`src/logic/sbus_pkg.sv`:
```
// constants, field layouts and carriers for the serial bus control block
// assumes an axi4-lite master at 10 MHz and an open-drain scl/sda pair
// Function
// - shared clock-rate/busy bit reads 1 after reset
// - scl rate code is 000 after reset
// - control write and status read share address
// - bit 7 selects and reports master role
// - bit 6 selects and reports transmit direction
// - writing bit 5 starts or stops bus
// - bit 5 reads bus busy state
// - writing 1 to bit 4 clears interrupt
// - bit 4 reads 0 while interrupt pending
// - bits 3-2 select port, sio, i2c mode
// - soft reset after code 10 then 01
// - status bit 3 flags arbitration lost
// - status bit 2 flags address or general call
// - status bit 1 flags general call
// - status bit 0 holds last received bit
// - idle bit 6 stops interface when zero and cpu_idle is high
// - idle register bits 7,5-1 read one
// - ack setting adds or counts ack clock
// - start forces bit count to 000
package sbus_pkg;

    // ------------------------------------------------------------
    // register map
    // ------------------------------------------------------------
    localparam logic [3:0] CTRL_STAT_ADDR = 4'h0;
    localparam logic [3:0] IDLE_ADDR      = 4'h4;
    localparam logic [3:0] SETUP_ADDR     = 4'h8;
    localparam logic [3:0] SLAVE_ADDR     = 4'hC;

    // ------------------------------------------------------------
    // field positions
    // ------------------------------------------------------------
    localparam int ROLE_BIT   = 7;
    localparam int DIR_BIT    = 6;
    localparam int BB_BIT     = 5;
    localparam int PEND_BIT   = 4;
    localparam int MODE_HI    = 3;
    localparam int MODE_LO    = 2;
    localparam int IDLE_RUN   = 6;
    localparam int ACK_BIT    = 4;
    localparam int BC_LO      = 5;

    localparam logic [1:0] MODE_PORT = 2'h0;
    localparam logic [1:0] MODE_SIO  = 2'h1;
    localparam logic [1:0] MODE_I2C  = 2'h2;
    localparam logic [1:0] SWR_FIRST = 2'h2;
    localparam logic [1:0] SWR_SECOND = 2'h1;

    // ------------------------------------------------------------
    // reset values
    // ------------------------------------------------------------
    localparam logic [7:0] IDLE_ONES   = 8'hBE;
    localparam logic [2:0] SCK_RESET   = 3'h0;
    localparam logic [2:0] BC_RESET    = 3'h0;
    localparam logic [6:0] SADDR_RESET = 7'h00;

    // ------------------------------------------------------------
    // timing
    // ------------------------------------------------------------
    localparam int CLK_NS         = 100;
    localparam int SWR_BUSY_NS    = 400;
    localparam int SWR_CYCLES     = SWR_BUSY_NS / CLK_NS;
    localparam int HALF_BASE      = 2;

    typedef struct packed {
        logic       role;
        logic       dir;
        logic       busy;
        logic       pend_n;
        logic       arb_lost;
        logic       addr_hit;
        logic       gcall;
        logic       last_bit;
    } status_s;

    typedef enum logic [2:0] {
        ST_IDLE  = 3'b000,
        ST_START = 3'b001,
        ST_LOW   = 3'b010,
        ST_HIGH  = 3'b011,
        ST_STOP  = 3'b100
    } link_state_e;

endpackage : sbus_pkg

```
`src/logic/sbus_ctrl.sv`:
```
// i2c control/status block with axi4-lite slave and simple master engine
// assumes scl/sda are open-drain wires resolved outside; pins asynchronous
//
// The AXI4-Lite slave port and the register addresses are this design's own decisions.
`timescale 1ns/1ns
module sbus_ctrl
    import sbus_pkg::*;
(
    // clock and reset
    input  wire logic        aclk,
    input  wire logic        aresetn,
    // axi4-lite write
    input  wire logic [31:0] s_axi_awaddr,
    input  wire logic        s_axi_awvalid,
    output logic             s_axi_awready,
    input  wire logic [31:0] s_axi_wdata,
    input  wire logic [3:0]  s_axi_wstrb,
    input  wire logic        s_axi_wvalid,
    output logic             s_axi_wready,
    output logic [1:0]       s_axi_bresp,
    output logic             s_axi_bvalid,
    input  wire logic        s_axi_bready,
    // axi4-lite read
    input  wire logic [31:0] s_axi_araddr,
    input  wire logic        s_axi_arvalid,
    output logic             s_axi_arready,
    output logic [31:0]      s_axi_rdata,
    output logic [1:0]       s_axi_rresp,
    output logic             s_axi_rvalid,
    input  wire logic        s_axi_rready,
    // bus pins
    input  wire logic        scl_i,
    output logic             scl_o,
    output logic             scl_oe,
    input  wire logic        sda_i,
    output logic             sda_o,
    output logic             sda_oe,
    // system
    input  wire logic        cpu_idle,
    output logic             serial_bus_irq
);

    // ------------------------------------------------------------
    // state
    // ------------------------------------------------------------
    logic        role_ff, dir_ff, busy_ff, pend_n_ff;
    logic        arb_ff, hit_ff, gcall_ff, last_ff;
    logic [1:0]  mode_ff;
    logic [1:0]  swr_prev_ff;
    logic [2:0]  swr_cnt_ff;
    logic        idle_run_ff, idle_b0_ff;
    logic [2:0]  sck_ff, bc_ff;
    logic        sck0_wr_ff;
    logic        ack_ff;
    logic [6:0]  saddr_ff;
    logic        scl_s1_ff, scl_s2_ff, scl_d_ff;
    logic        sda_s1_ff, sda_s2_ff, sda_d_ff;
    logic        aw_ff, w_ff;
    logic [3:0]  awa_ff;
    logic [31:0] wd_ff;
    logic        start_req_ff, stop_req_ff;
    link_state_e lst_ff;
    logic [9:0]  div_ff;
    logic [3:0]  bits_ff;
    logic [7:0]  rx_sh_ff;
    logic [4:0]  rx_cnt_ff;
    logic        sda_drv_ff, scl_drv_ff;
    logic        strb0_ff, wd_strb0;

    logic        soft_rst, run, wr_fire, wr_ctrl, wr_idle, wr_setup;
    logic        wr_saddr, scl_rise, sda_fall, sda_rise, ext_start, ext_stop;
    logic [3:0]  target;
    logic [9:0]  half;
    status_s     stat;

    // ------------------------------------------------------------
    // pin synchronisers and edges
    // ------------------------------------------------------------
    always_ff @(posedge aclk) begin
        if (!aresetn) begin
            scl_s1_ff <= 1'b1;
            scl_s2_ff <= 1'b1;
            scl_d_ff  <= 1'b1;
            sda_s1_ff <= 1'b1;
            sda_s2_ff <= 1'b1;
            sda_d_ff  <= 1'b1;
        end else begin
            scl_s1_ff <= scl_i;
            scl_s2_ff <= scl_s1_ff;
            scl_d_ff  <= scl_s2_ff;
            sda_s1_ff <= sda_i;
            sda_s2_ff <= sda_s1_ff;
            sda_d_ff  <= sda_s2_ff;
        end
    end

    assign scl_rise  = scl_s2_ff & ~scl_d_ff;
    assign sda_fall  = ~sda_s2_ff & sda_d_ff;
    assign sda_rise  = sda_s2_ff & ~sda_d_ff;
    assign ext_start = sda_fall & scl_s2_ff & (mode_ff == MODE_I2C);
    assign ext_stop  = sda_rise & scl_s2_ff & (mode_ff == MODE_I2C);
    assign run       = idle_run_ff | ~cpu_idle;

    // ------------------------------------------------------------
    // axi4-lite write channel
    // ------------------------------------------------------------
    assign s_axi_awready = ~aw_ff & ~s_axi_bvalid;
    assign s_axi_wready  = ~w_ff & ~s_axi_bvalid;
    assign wr_fire  = aw_ff & w_ff & ~s_axi_bvalid;
    assign wr_ctrl  = wr_fire & (awa_ff == CTRL_STAT_ADDR) & wd_strb0;
    assign wr_idle  = wr_fire & (awa_ff == IDLE_ADDR) & wd_strb0;
    assign wr_setup = wr_fire & (awa_ff == SETUP_ADDR) & wd_strb0;
    assign wr_saddr = wr_fire & (awa_ff == SLAVE_ADDR) & wd_strb0;

    assign wd_strb0 = strb0_ff;

    always_ff @(posedge aclk) begin
        if (!aresetn) begin
            aw_ff        <= 1'b0;
            w_ff         <= 1'b0;
            awa_ff       <= 4'h0;
            wd_ff        <= 32'h0000_0000;
            strb0_ff     <= 1'b0;
            s_axi_bvalid <= 1'b0;
            s_axi_bresp  <= 2'h0;
        end else begin
            if (s_axi_awvalid && s_axi_awready) begin
                aw_ff  <= 1'b1;
                awa_ff <= s_axi_awaddr[3:0];
            end
            if (s_axi_wvalid && s_axi_wready) begin
                w_ff     <= 1'b1;
                wd_ff    <= s_axi_wdata;
                strb0_ff <= s_axi_wstrb[0];
            end
            if (wr_fire) begin
                aw_ff        <= 1'b0;
                w_ff         <= 1'b0;
                s_axi_bvalid <= 1'b1;
                s_axi_bresp  <= (awa_ff[1:0] == 2'h0) ? 2'h0 : 2'h2;
            end else if (s_axi_bvalid && s_axi_bready) begin
                s_axi_bvalid <= 1'b0;
            end
        end
    end

    // ------------------------------------------------------------
    // control fields and soft reset
    // ------------------------------------------------------------
    // the code must arrive as two consecutive control writes
    always_ff @(posedge aclk) begin
        if (!aresetn) begin
            swr_prev_ff <= 2'h0;
            swr_cnt_ff  <= 3'h0;
        end else begin
            if (wr_ctrl)
                swr_prev_ff <= wd_ff[1:0];
            if (wr_ctrl && swr_prev_ff == SWR_FIRST
                    && wd_ff[1:0] == SWR_SECOND)
                swr_cnt_ff <= 3'(SWR_CYCLES);
            else if (swr_cnt_ff != 3'h0)
                swr_cnt_ff <= swr_cnt_ff - 3'h1;
        end
    end
    assign soft_rst = (swr_cnt_ff != 3'h0);

    always_ff @(posedge aclk) begin
        if (!aresetn) begin
            role_ff <= 1'b0;
            dir_ff  <= 1'b0;
            mode_ff <= MODE_PORT;
        end else if (soft_rst) begin
            role_ff <= 1'b0;
            dir_ff  <= 1'b0;
        end else begin
            if (wr_ctrl) begin
                role_ff <= wd_ff[ROLE_BIT];
                dir_ff  <= wd_ff[DIR_BIT];
                mode_ff <= wd_ff[MODE_HI:MODE_LO];
            end
            if (arb_ff && lst_ff == ST_IDLE)
                role_ff <= 1'b0;
        end
    end

    // start/stop requests only act in i2c mode with the master role bit written
    always_ff @(posedge aclk) begin
        if (!aresetn || soft_rst) begin
            start_req_ff <= 1'b0;
            stop_req_ff  <= 1'b0;
        end else begin
            if (wr_ctrl && mode_ff == MODE_I2C && wd_ff[ROLE_BIT]) begin
                start_req_ff <= wd_ff[BB_BIT];
                stop_req_ff  <= ~wd_ff[BB_BIT] & busy_ff;
            end else begin
                if (lst_ff == ST_START)
                    start_req_ff <= 1'b0;
                if (lst_ff == ST_STOP)
                    stop_req_ff <= 1'b0;
            end
        end
    end

    // ------------------------------------------------------------
    // setup, idle and slave address registers
    // ------------------------------------------------------------
    always_ff @(posedge aclk) begin
        if (!aresetn) begin
            idle_run_ff <= 1'b0;
            idle_b0_ff  <= 1'b0;
            sck_ff      <= SCK_RESET;
            sck0_wr_ff  <= 1'b0;
            bc_ff       <= BC_RESET;
            ack_ff      <= 1'b0;
            saddr_ff    <= SADDR_RESET;
        end else begin
            if (wr_idle) begin
                idle_run_ff <= wd_ff[IDLE_RUN];
                idle_b0_ff  <= wd_ff[0];
            end
            if (wr_setup) begin
                sck_ff     <= wd_ff[2:0];
                sck0_wr_ff <= 1'b1;
                ack_ff     <= wd_ff[ACK_BIT];
                bc_ff      <= wd_ff[BC_LO+2:BC_LO];
            end else if (ext_start || lst_ff == ST_START) begin
                bc_ff <= BC_RESET;
            end
            if (wr_saddr)
                saddr_ff <= wd_ff[7:1];
        end
    end

    // ------------------------------------------------------------
    // bus state and detection flags
    // ------------------------------------------------------------
    assign target = (bc_ff == 3'h0) ? 4'd8 : {1'b0, bc_ff};
    always_ff @(posedge aclk) begin
        if (!aresetn || soft_rst) begin
            busy_ff   <= 1'b0;
            pend_n_ff <= 1'b1;
            arb_ff    <= 1'b0;
            hit_ff    <= 1'b0;
            gcall_ff  <= 1'b0;
            last_ff   <= 1'b0;
            rx_sh_ff  <= 8'h00;
            rx_cnt_ff <= 5'h00;
        end else if (run) begin
            if (ext_start)
                busy_ff <= 1'b1;
            else if (ext_stop)
                busy_ff <= 1'b0;
            if (ext_start) begin
                rx_cnt_ff <= 5'h00;
                hit_ff    <= 1'b0;
                gcall_ff  <= 1'b0;
                arb_ff    <= 1'b0;
            end else if (scl_rise && busy_ff) begin
                last_ff   <= sda_s2_ff;
                rx_sh_ff  <= {rx_sh_ff[6:0], sda_s2_ff};
                rx_cnt_ff <= rx_cnt_ff + 5'h01;
                // lost when sda is released yet seen low
                if (!scl_drv_ff && !sda_drv_ff && !sda_s2_ff
                        && role_ff)
                    arb_ff <= 1'b1;
                if (rx_cnt_ff == 5'd7 && !role_ff) begin
                    if ({rx_sh_ff[6:0], sda_s2_ff} == 8'h00) begin
                        gcall_ff <= 1'b1;
                        hit_ff   <= 1'b1;
                    end else if (rx_sh_ff[6:0] == saddr_ff) begin
                        hit_ff   <= 1'b1;
                    end
                end
            end
            // a new event wins over a same-cycle clear
            if ((scl_rise && busy_ff && {1'b0, rx_cnt_ff[3:0]}
                    == {1'b0, target} - 5'h01 + {4'h0, ack_ff})
                    || (arb_ff == 1'b0 && scl_rise && busy_ff && role_ff
                        && !scl_drv_ff && !sda_drv_ff && !sda_s2_ff))
                pend_n_ff <= 1'b0;
            else if (wr_ctrl && wd_ff[PEND_BIT])
                pend_n_ff <= 1'b1;
        end
    end

    // ------------------------------------------------------------
    // master engine: start, clocking and stop
    // ------------------------------------------------------------
    assign half = 10'(HALF_BASE) << sck_ff;
    always_ff @(posedge aclk) begin
        if (!aresetn || soft_rst) begin
            lst_ff     <= ST_IDLE;
            div_ff     <= 10'h000;
            bits_ff    <= 4'h0;
            scl_drv_ff <= 1'b0;
            sda_drv_ff <= 1'b0;
        end else if (run && mode_ff == MODE_I2C) begin
            div_ff <= (div_ff == 10'h000) ? half : div_ff - 10'h001;
            if (div_ff == 10'h000) begin
                case (lst_ff)
                    ST_IDLE: begin
                        if (start_req_ff && !busy_ff) begin
                            sda_drv_ff <= 1'b1;
                            lst_ff     <= ST_START;
                        end
                    end
                    ST_START: begin
                        scl_drv_ff <= 1'b1;
                        bits_ff    <= 4'h0;
                        lst_ff     <= ST_LOW;
                    end
                    ST_LOW: begin
                        // sda moves only while scl is held low
                        if (stop_req_ff) begin
                            sda_drv_ff <= 1'b1;
                            lst_ff     <= ST_STOP;
                        end else if (pend_n_ff) begin
                            sda_drv_ff <= ~dir_ff;
                            lst_ff     <= ST_HIGH;
                        end
                    end
                    ST_HIGH: begin
                        // release scl one step later, then wait out
                        // another master's stretched low
                        if (scl_drv_ff) begin
                            scl_drv_ff <= 1'b0;
                        end else if (scl_s2_ff) begin
                            scl_drv_ff <= 1'b1;
                            bits_ff    <= bits_ff + 4'h1;
                            lst_ff     <= ST_LOW;
                        end
                    end
                    ST_STOP: begin
                        if (scl_drv_ff) begin
                            scl_drv_ff <= 1'b0;
                        end else if (scl_s2_ff) begin
                            sda_drv_ff <= 1'b0;
                            lst_ff     <= ST_IDLE;
                        end
                    end
                    default: lst_ff <= ST_IDLE;
                endcase
            end
            if (arb_ff)
                lst_ff <= ST_IDLE;
        end
    end

    // ------------------------------------------------------------
    // pin and interrupt outputs
    // ------------------------------------------------------------
    always_ff @(posedge aclk) begin
        if (!aresetn) begin
            scl_o          <= 1'b0;
            scl_oe         <= 1'b0;
            sda_o          <= 1'b0;
            sda_oe         <= 1'b0;
            serial_bus_irq <= 1'b0;
        end else begin
            scl_o          <= 1'b0;
            sda_o          <= 1'b0;
            scl_oe         <= scl_drv_ff & (mode_ff == MODE_I2C);
            sda_oe         <= sda_drv_ff & (mode_ff == MODE_I2C);
            serial_bus_irq <= ~pend_n_ff;
        end
    end

    // ------------------------------------------------------------
    // axi4-lite read channel
    // ------------------------------------------------------------
    assign stat = '{role_ff, dir_ff, busy_ff, pend_n_ff,
                    arb_ff, hit_ff, gcall_ff, last_ff};
    assign s_axi_arready = ~s_axi_rvalid;
    always_ff @(posedge aclk) begin
        if (!aresetn) begin
            s_axi_rvalid <= 1'b0;
            s_axi_rdata  <= 32'h0000_0000;
            s_axi_rresp  <= 2'h0;
        end else if (s_axi_arvalid && s_axi_arready) begin
            s_axi_rvalid <= 1'b1;
            s_axi_rresp  <= 2'h0;
            case (s_axi_araddr[3:0])
                CTRL_STAT_ADDR: s_axi_rdata <= {24'h0, stat};
                IDLE_ADDR: s_axi_rdata <= {24'h0, IDLE_ONES[7],
                                idle_run_ff, IDLE_ONES[5:1], idle_b0_ff};
                // bit 0 doubles as the soft reset busy monitor
                SETUP_ADDR: s_axi_rdata <= {24'h0, bc_ff, ack_ff,
                                1'b1, sck_ff[2:1],
                                sck0_wr_ff ? (mode_ff != MODE_SIO)
                                           & ~soft_rst : 1'b1};
                SLAVE_ADDR: s_axi_rdata <= {24'h0, saddr_ff, 1'b0};
                default: begin
                    s_axi_rdata <= 32'h0000_0000;
                    s_axi_rresp <= 2'h2;
                end
            endcase
            // no aliasing of the map above its four words
            if (s_axi_araddr[31:4] != 28'h0) begin
                s_axi_rdata <= 32'h0000_0000;
                s_axi_rresp <= 2'h2;
            end
        end else if (s_axi_rready) begin
            s_axi_rvalid <= 1'b0;
        end
    end

endmodule : sbus_ctrl

```
`config.mk`:
```
export PLATFORM = sky130hd
export DESIGN_NAME = sbus_ctrl
export DESIGN_NICKNAME = d
export VERILOG_FILES = /design/src/logic/sbus_pkg.sv /design/src/logic/sbus_ctrl.sv
export SDC_FILE = /design/constraint.sdc
export NUM_CORES = 1
export LEC_CHECK = 0
export BUFFER_PORTS_ARGS = -buffer_cell sky130_fd_sc_hd__buf_2
export CELL_PAD_IN_SITES_DETAIL_PLACEMENT = 2
export CELL_PAD_IN_SITES_GLOBAL_PLACEMENT = 2
export CORE_MARGIN = 8
export CORE_UTILIZATION = 32
export CTS_BUF_LIST = sky130_fd_sc_hd__clkbuf_2 sky130_fd_sc_hd__clkbuf_4 sky130_fd_sc_hd__clkbuf_8
export DETAILED_ROUTE_END_ITERATION = 10
export PLACE_DENSITY_LB_ADDON = 0.3
export SYNTH_ARGS = -nofsm -noshare
export SYNTH_HDL_FRONTEND = slang
export SYNTH_SLANG_ARGS = --single-unit
```
`constraint.sdc`:
```
create_clock -name aclk -period 4.9 [get_ports aclk]
set_input_delay 0.735 -clock aclk [delete_from_list [all_inputs] [get_ports aclk]]
set_output_delay 0.735 -clock aclk [all_outputs]
set_load 0.02 [all_outputs]
```
==> out/summary.json <==
{
  "cts_post_setup_buffers_inserted": {"value": 0},
  "power_leakage": {"value": 2.127, "unit": "nW"},
  "post_synth_most_frequent_cells": {"value": "96 x dfxtp_1, 57 x nand2_1, 37 x nor2_1, 35 x nor2b_1, 34 x a21oi_1"},
  "worst_slew_margin_relative_to_its_limit": {"value": 55.38, "unit": "%"},
  "worstSetupPathType": {"value": "flop to flop"},
  "r2r_setup_slack": {"value": 2650, "unit": "ps"},
  "outcome": {"value": "finished, final reports clean"},
  "setup_total_negative_slack": {"value": 0, "unit": "ps"},
  "worstRegToRegCells": {"value": 8},
  "hold_path_class": {"value": "flop to flop"},
  "placement_rows": {"value": 44},
  "max_frequency": {"value": 444.4, "unit": "MHz"},
  "routed_wire_length_per_instance": {"value": 18.72, "unit": "um"},
  "clkLatencyLatePin": {"value": 390, "unit": "ps"},
  "grt_use_total": {"value": 15.81, "unit": "%"},
  "largest_net_degree_at_the_start_of_global_routing": {"value": 63},
  "finalWirelength": {"value": 15170, "unit": "um"},
  "postSynthRegisterBits": {"value": 96},
  "crit_start": {"value": "swr_cnt_ff[0]"},
  "startpoint_type_of_the_worst_setup_path": {"value": "flop"},
  "grt_setup_unrepaired": {"value": "false"},
  "syn_area_per_cell": {"value": 8.471, "unit": "sq um"},
  "cts_tree": {"value": "yes"},
  "dp_hpwl": {"value": 11800, "unit": "um"},
  "yosysWarnings": {"value": 0},
  "final-max-slew-violation-count": {"value": 0},
  "max_slew.worst_pin.slew": {"value": 668.0, "unit": "ps"},
  "io-pin-count": {"value": 156},
  "fillCellCount": {"value": 1680},
  "grt_remaining_overflow": {"value": 0},
  "design.die.area": {"value": 0.01913, "unit": "sq mm"},
  "global_route_wire_length_before_repair": {"value": 24920, "unit": "um"},
  "clock_tree.htree_level_count": {"value": 3},
  "async_flop_share": {"value": 0, "unit": "%"},
  "post_route_cells_drive_above_1_share": {"value": 16.13, "unit": "%"},
  "ys_seq_area_share": {"value": 40.16, "unit": "%"},
  "power_density": {"value": 293.6, "unit": "mW/mm^2"},
  "start_util": {"value": 32.80, "unit": "%"},
  "number_of_global_route_vias_before_repair": {"value": 4679},
  "core": {"value": 0.01459, "unit": "sq mm"},
  "min_to": {"value": "sda_s2_ff"},
  "worst_setup_path_end_kind": {"value": "flop"},
  "num_clock_sinks": {"value": 96},
  "width_of_the_chip": {"value": 138.3, "unit": "um"},
  "worstPathArrival": {"value": 2570, "unit": "ps"},
  "max_cap_violations": {"value": 0},
  "cell_type_with_the_largest_total_area_after_synthesis": {"value": "dfxtp_1"},
  "synthCells": {"value": 565},
  "detailroute.via_count": {"value": 4216},
  "post_cts_resized": {"value": 0},
  "utilization_of_the_core_after_routing": {"value": 36.84, "unit": "%"},
  "yosys-top-cells-area": {"value": "dfxtp_1 40%, mux2i_1 6.3%, nor2b_1 4.6%, buf_4 4.5%, nand2_1 4.5%"},
  "drt_pre_antenna_iters": {"value": 4},
  "fin_skew": {"value": 17.05, "unit": "ps"},
  "cts_root_buf": {"value": "clkbuf_8"},
  "port_buffers": {"value": 72},
  "via_per_inst": {"value": 5.205},
  "antenna-diode-count": {"value": 0},
  "synth-edff-count": {"value": 0},
  "setup_viol_count_final": {"value": 0},
  "grt_antenna_before_repair": {"value": 0},
  "period_needed": {"value": 2250, "unit": "ps"},
  "max-clock-path-buffers": {"value": 2},
  "postCtsHoldBufs": {"value": 0},
  "hold_viol": {"value": 0},
  "layout.nets": {"value": 738},
  "drtIter0Drc": {"value": 194},
  "worst_r2r_endpoint": {"value": "lst_ff[2]"},
  "worstReg2RegStart": {"value": "swr_cnt_ff[0]"},
  "synth.cell_area": {"value": 0.004786, "unit": "sq mm"},
  "start_point_of_the_worst_min_delay_path": {"value": "sda_s1_ff"},
  "drc_errors": {"value": 0},
  "timing.critical_path.required": {"value": 5220, "unit": "ps"},
  "detail-route-antenna-nets": {"value": 0},
  "synth_cell_types": {"value": 51},
  "routabilityCongestion": {"value": 0.8077},
  "die_h": {"value": 138.3, "unit": "um"},
  "worstHoldPathCells": {"value": 1},
  "most_common_cell_in_the_netlist": {"value": "dfxtp_1"},
  "final_period_util": {"value": 45.92, "unit": "%"},
  "yosys_most_used_dff": {"value": "dfxtp_1"},
  "flow.area_growth_from_synthesis": {"value": 12.31, "unit": "%"},
  "synth.top_cell.area_share": {"value": 40.16, "unit": "%"},
  "peakVddDrop": {"value": 0.2160, "unit": "mV"},
  "total_cts_buffers": {"value": 9},
  "clock_pin_slew_of_the_registers_on_the_worst_case_setup_and_hold_paths": {"value": 100, "unit": "ps"},
  "critical_path.max_fanout": {"value": 21}
}
## report_power, final
part / total [mW] / internal, mW / switching [mW] / leakage [nW]
logic: 0.234 / 0.0740 / 0.160 / 1.25
clock network: 0.524 / 0.200 / 0.324 / 0.0962
registers: 0.820 / 0.800 / 0.0197 / 0.778
total: 1.58 / 1.07 / 0.504 / 2.13
## layout make-up
type	count	area [sq um]	area share, %
inverters	16	60.06	1.117
clock inverters	7	67.56	1.257
well taps	184	230.2	4.283
flip-flops and latches	96	1922	35.75
repair buffers	76	390.4	7.263
clock buffers	9	123.9	2.304
multi-input cells	422	2581	48.02
## cell usage in the layout (no fill, tap or decap), types with 3 or more instances in the layout
| cell | synthesis | layout |
|---|---|---|
| nor3_1 | 12 | 12 |
| clkbuf_8 | 0 | 9 |
| o211ai_1 | 3 | 3 |
| a21oi_1 | 34 | 34 |
| and3_1 | 7 | 7 |
| a311oi_1 | 4 | 4 |
| xnor2_1 | 6 | 6 |
| xor2_1 | 9 | 9 |
| a211oi_1 | 3 | 3 |
| nor2_1 | 37 | 37 |
| nand2b_1 | 15 | 15 |
| nand3_1 | 19 | 19 |
| a31oi_1 | 5 | 5 |
| nand2_1 | 57 | 57 |
| ha_1 | 7 | 7 |
| conb_1 | 1 | 28 |
| nor2b_1 | 35 | 35 |
| or4_1 | 4 | 4 |
| a22oi_1 | 12 | 12 |
| nor4b_1 | 3 | 3 |
| buf_2 | 3 | 72 |
| o41ai_1 | 3 | 3 |
| and2_1 | 7 | 7 |
| o22ai_1 | 4 | 4 |
| nand3b_1 | 5 | 5 |
| buf_4 | 29 | 4 |
| dfxtp_1 | 96 | 96 |
| inv_1 | 16 | 16 |
| o21ai_0 | 16 | 16 |
| inv_8 | 0 | 3 |
| a21boi_0 | 13 | 13 |
| nand4_1 | 5 | 5 |
| mux2i_1 | 30 | 30 |
| or3_1 | 3 | 3 |
| nor4_1 | 15 | 14 |
## cells by family after synthesis
group / Yosys count / share of synthesized area (%)
AND/OR/NAND/NOR: 233 / 25.73
adder cells (fa/ha/maj): 7 / 1.830
multiplexers: 31 / 6.745
XOR/XNOR: 15 / 2.745
flip-flops: 96 / 40.16
other: 1 / 0.07836
buffers and inverters: 74 / 8.157
AO/OA/AOI/OAI: 108 / 14.56
## critical path, cell delays in order (launching register included)
cell	delay (ps)
dfxtp_1	330
inv_1	60
ha_1	180
ha_1	390
nand2_1	320
buf_4	330
nor4_1	300
nand3_1	130
mux2i_1	150
## state kept, by name, summed over array words and instances (netlist names), 2 cells and up
signal       flops
rx_sh_ff         7
awa_ff           4
rx_cnt_ff        5
swr_cnt_ff       3
div_ff          10
lst_ff           3
mode_ff          2
sck_ff           3
swr_prev_ff      2
wd_ff            8
s_axi_rdata      8
bc_ff            3
saddr_ff         7
## routing by layer
| layer | vias to the layer above | wire length [um] | track usage (%) |
|---|---|---|---|
| met5 | - | 0 | 0 |
| met4 | 0 | 167 | 4.634 |
| met3 | 12 | 429 | 3.630 |
| met2 | 55 | 7862 | 27.99 |
| met1 | 2119 | 6706 | 18.52 |
| li1 | 2030 | - | - |
## how the worst max path moves through the flow
stage / end / cells past startpoint
after floorplan: s_axi_rdata[1] / 5
after global placement: lst_ff[2] / 7
after detailed placement: lst_ff[2] / 7
after CTS: lst_ff[2] / 8
after global routing: lst_ff[2] / 8
final: lst_ff[2] / 8
## through the flow
step / cell area (sq um) / hold WS, ps / worst slack (ps) / std cells / total power [mW]
floorplan: 4887 / 386.3 / 2672 / 592 / 1.006
global placement: 5184 / 395.0 / 2276 / 794 / 1.057
detailed placement: 5184 / 401.7 / 2239 / 794 / 1.075
CTS: 5375 / 434.9 / 2584 / 810 / 1.605
global route: 5375 / 450.8 / 2424 / 810 / 1.660
finish: 5375 / 430.6 / 2650 / 810 / 1.578
Power figures use the tool's default switching activity.
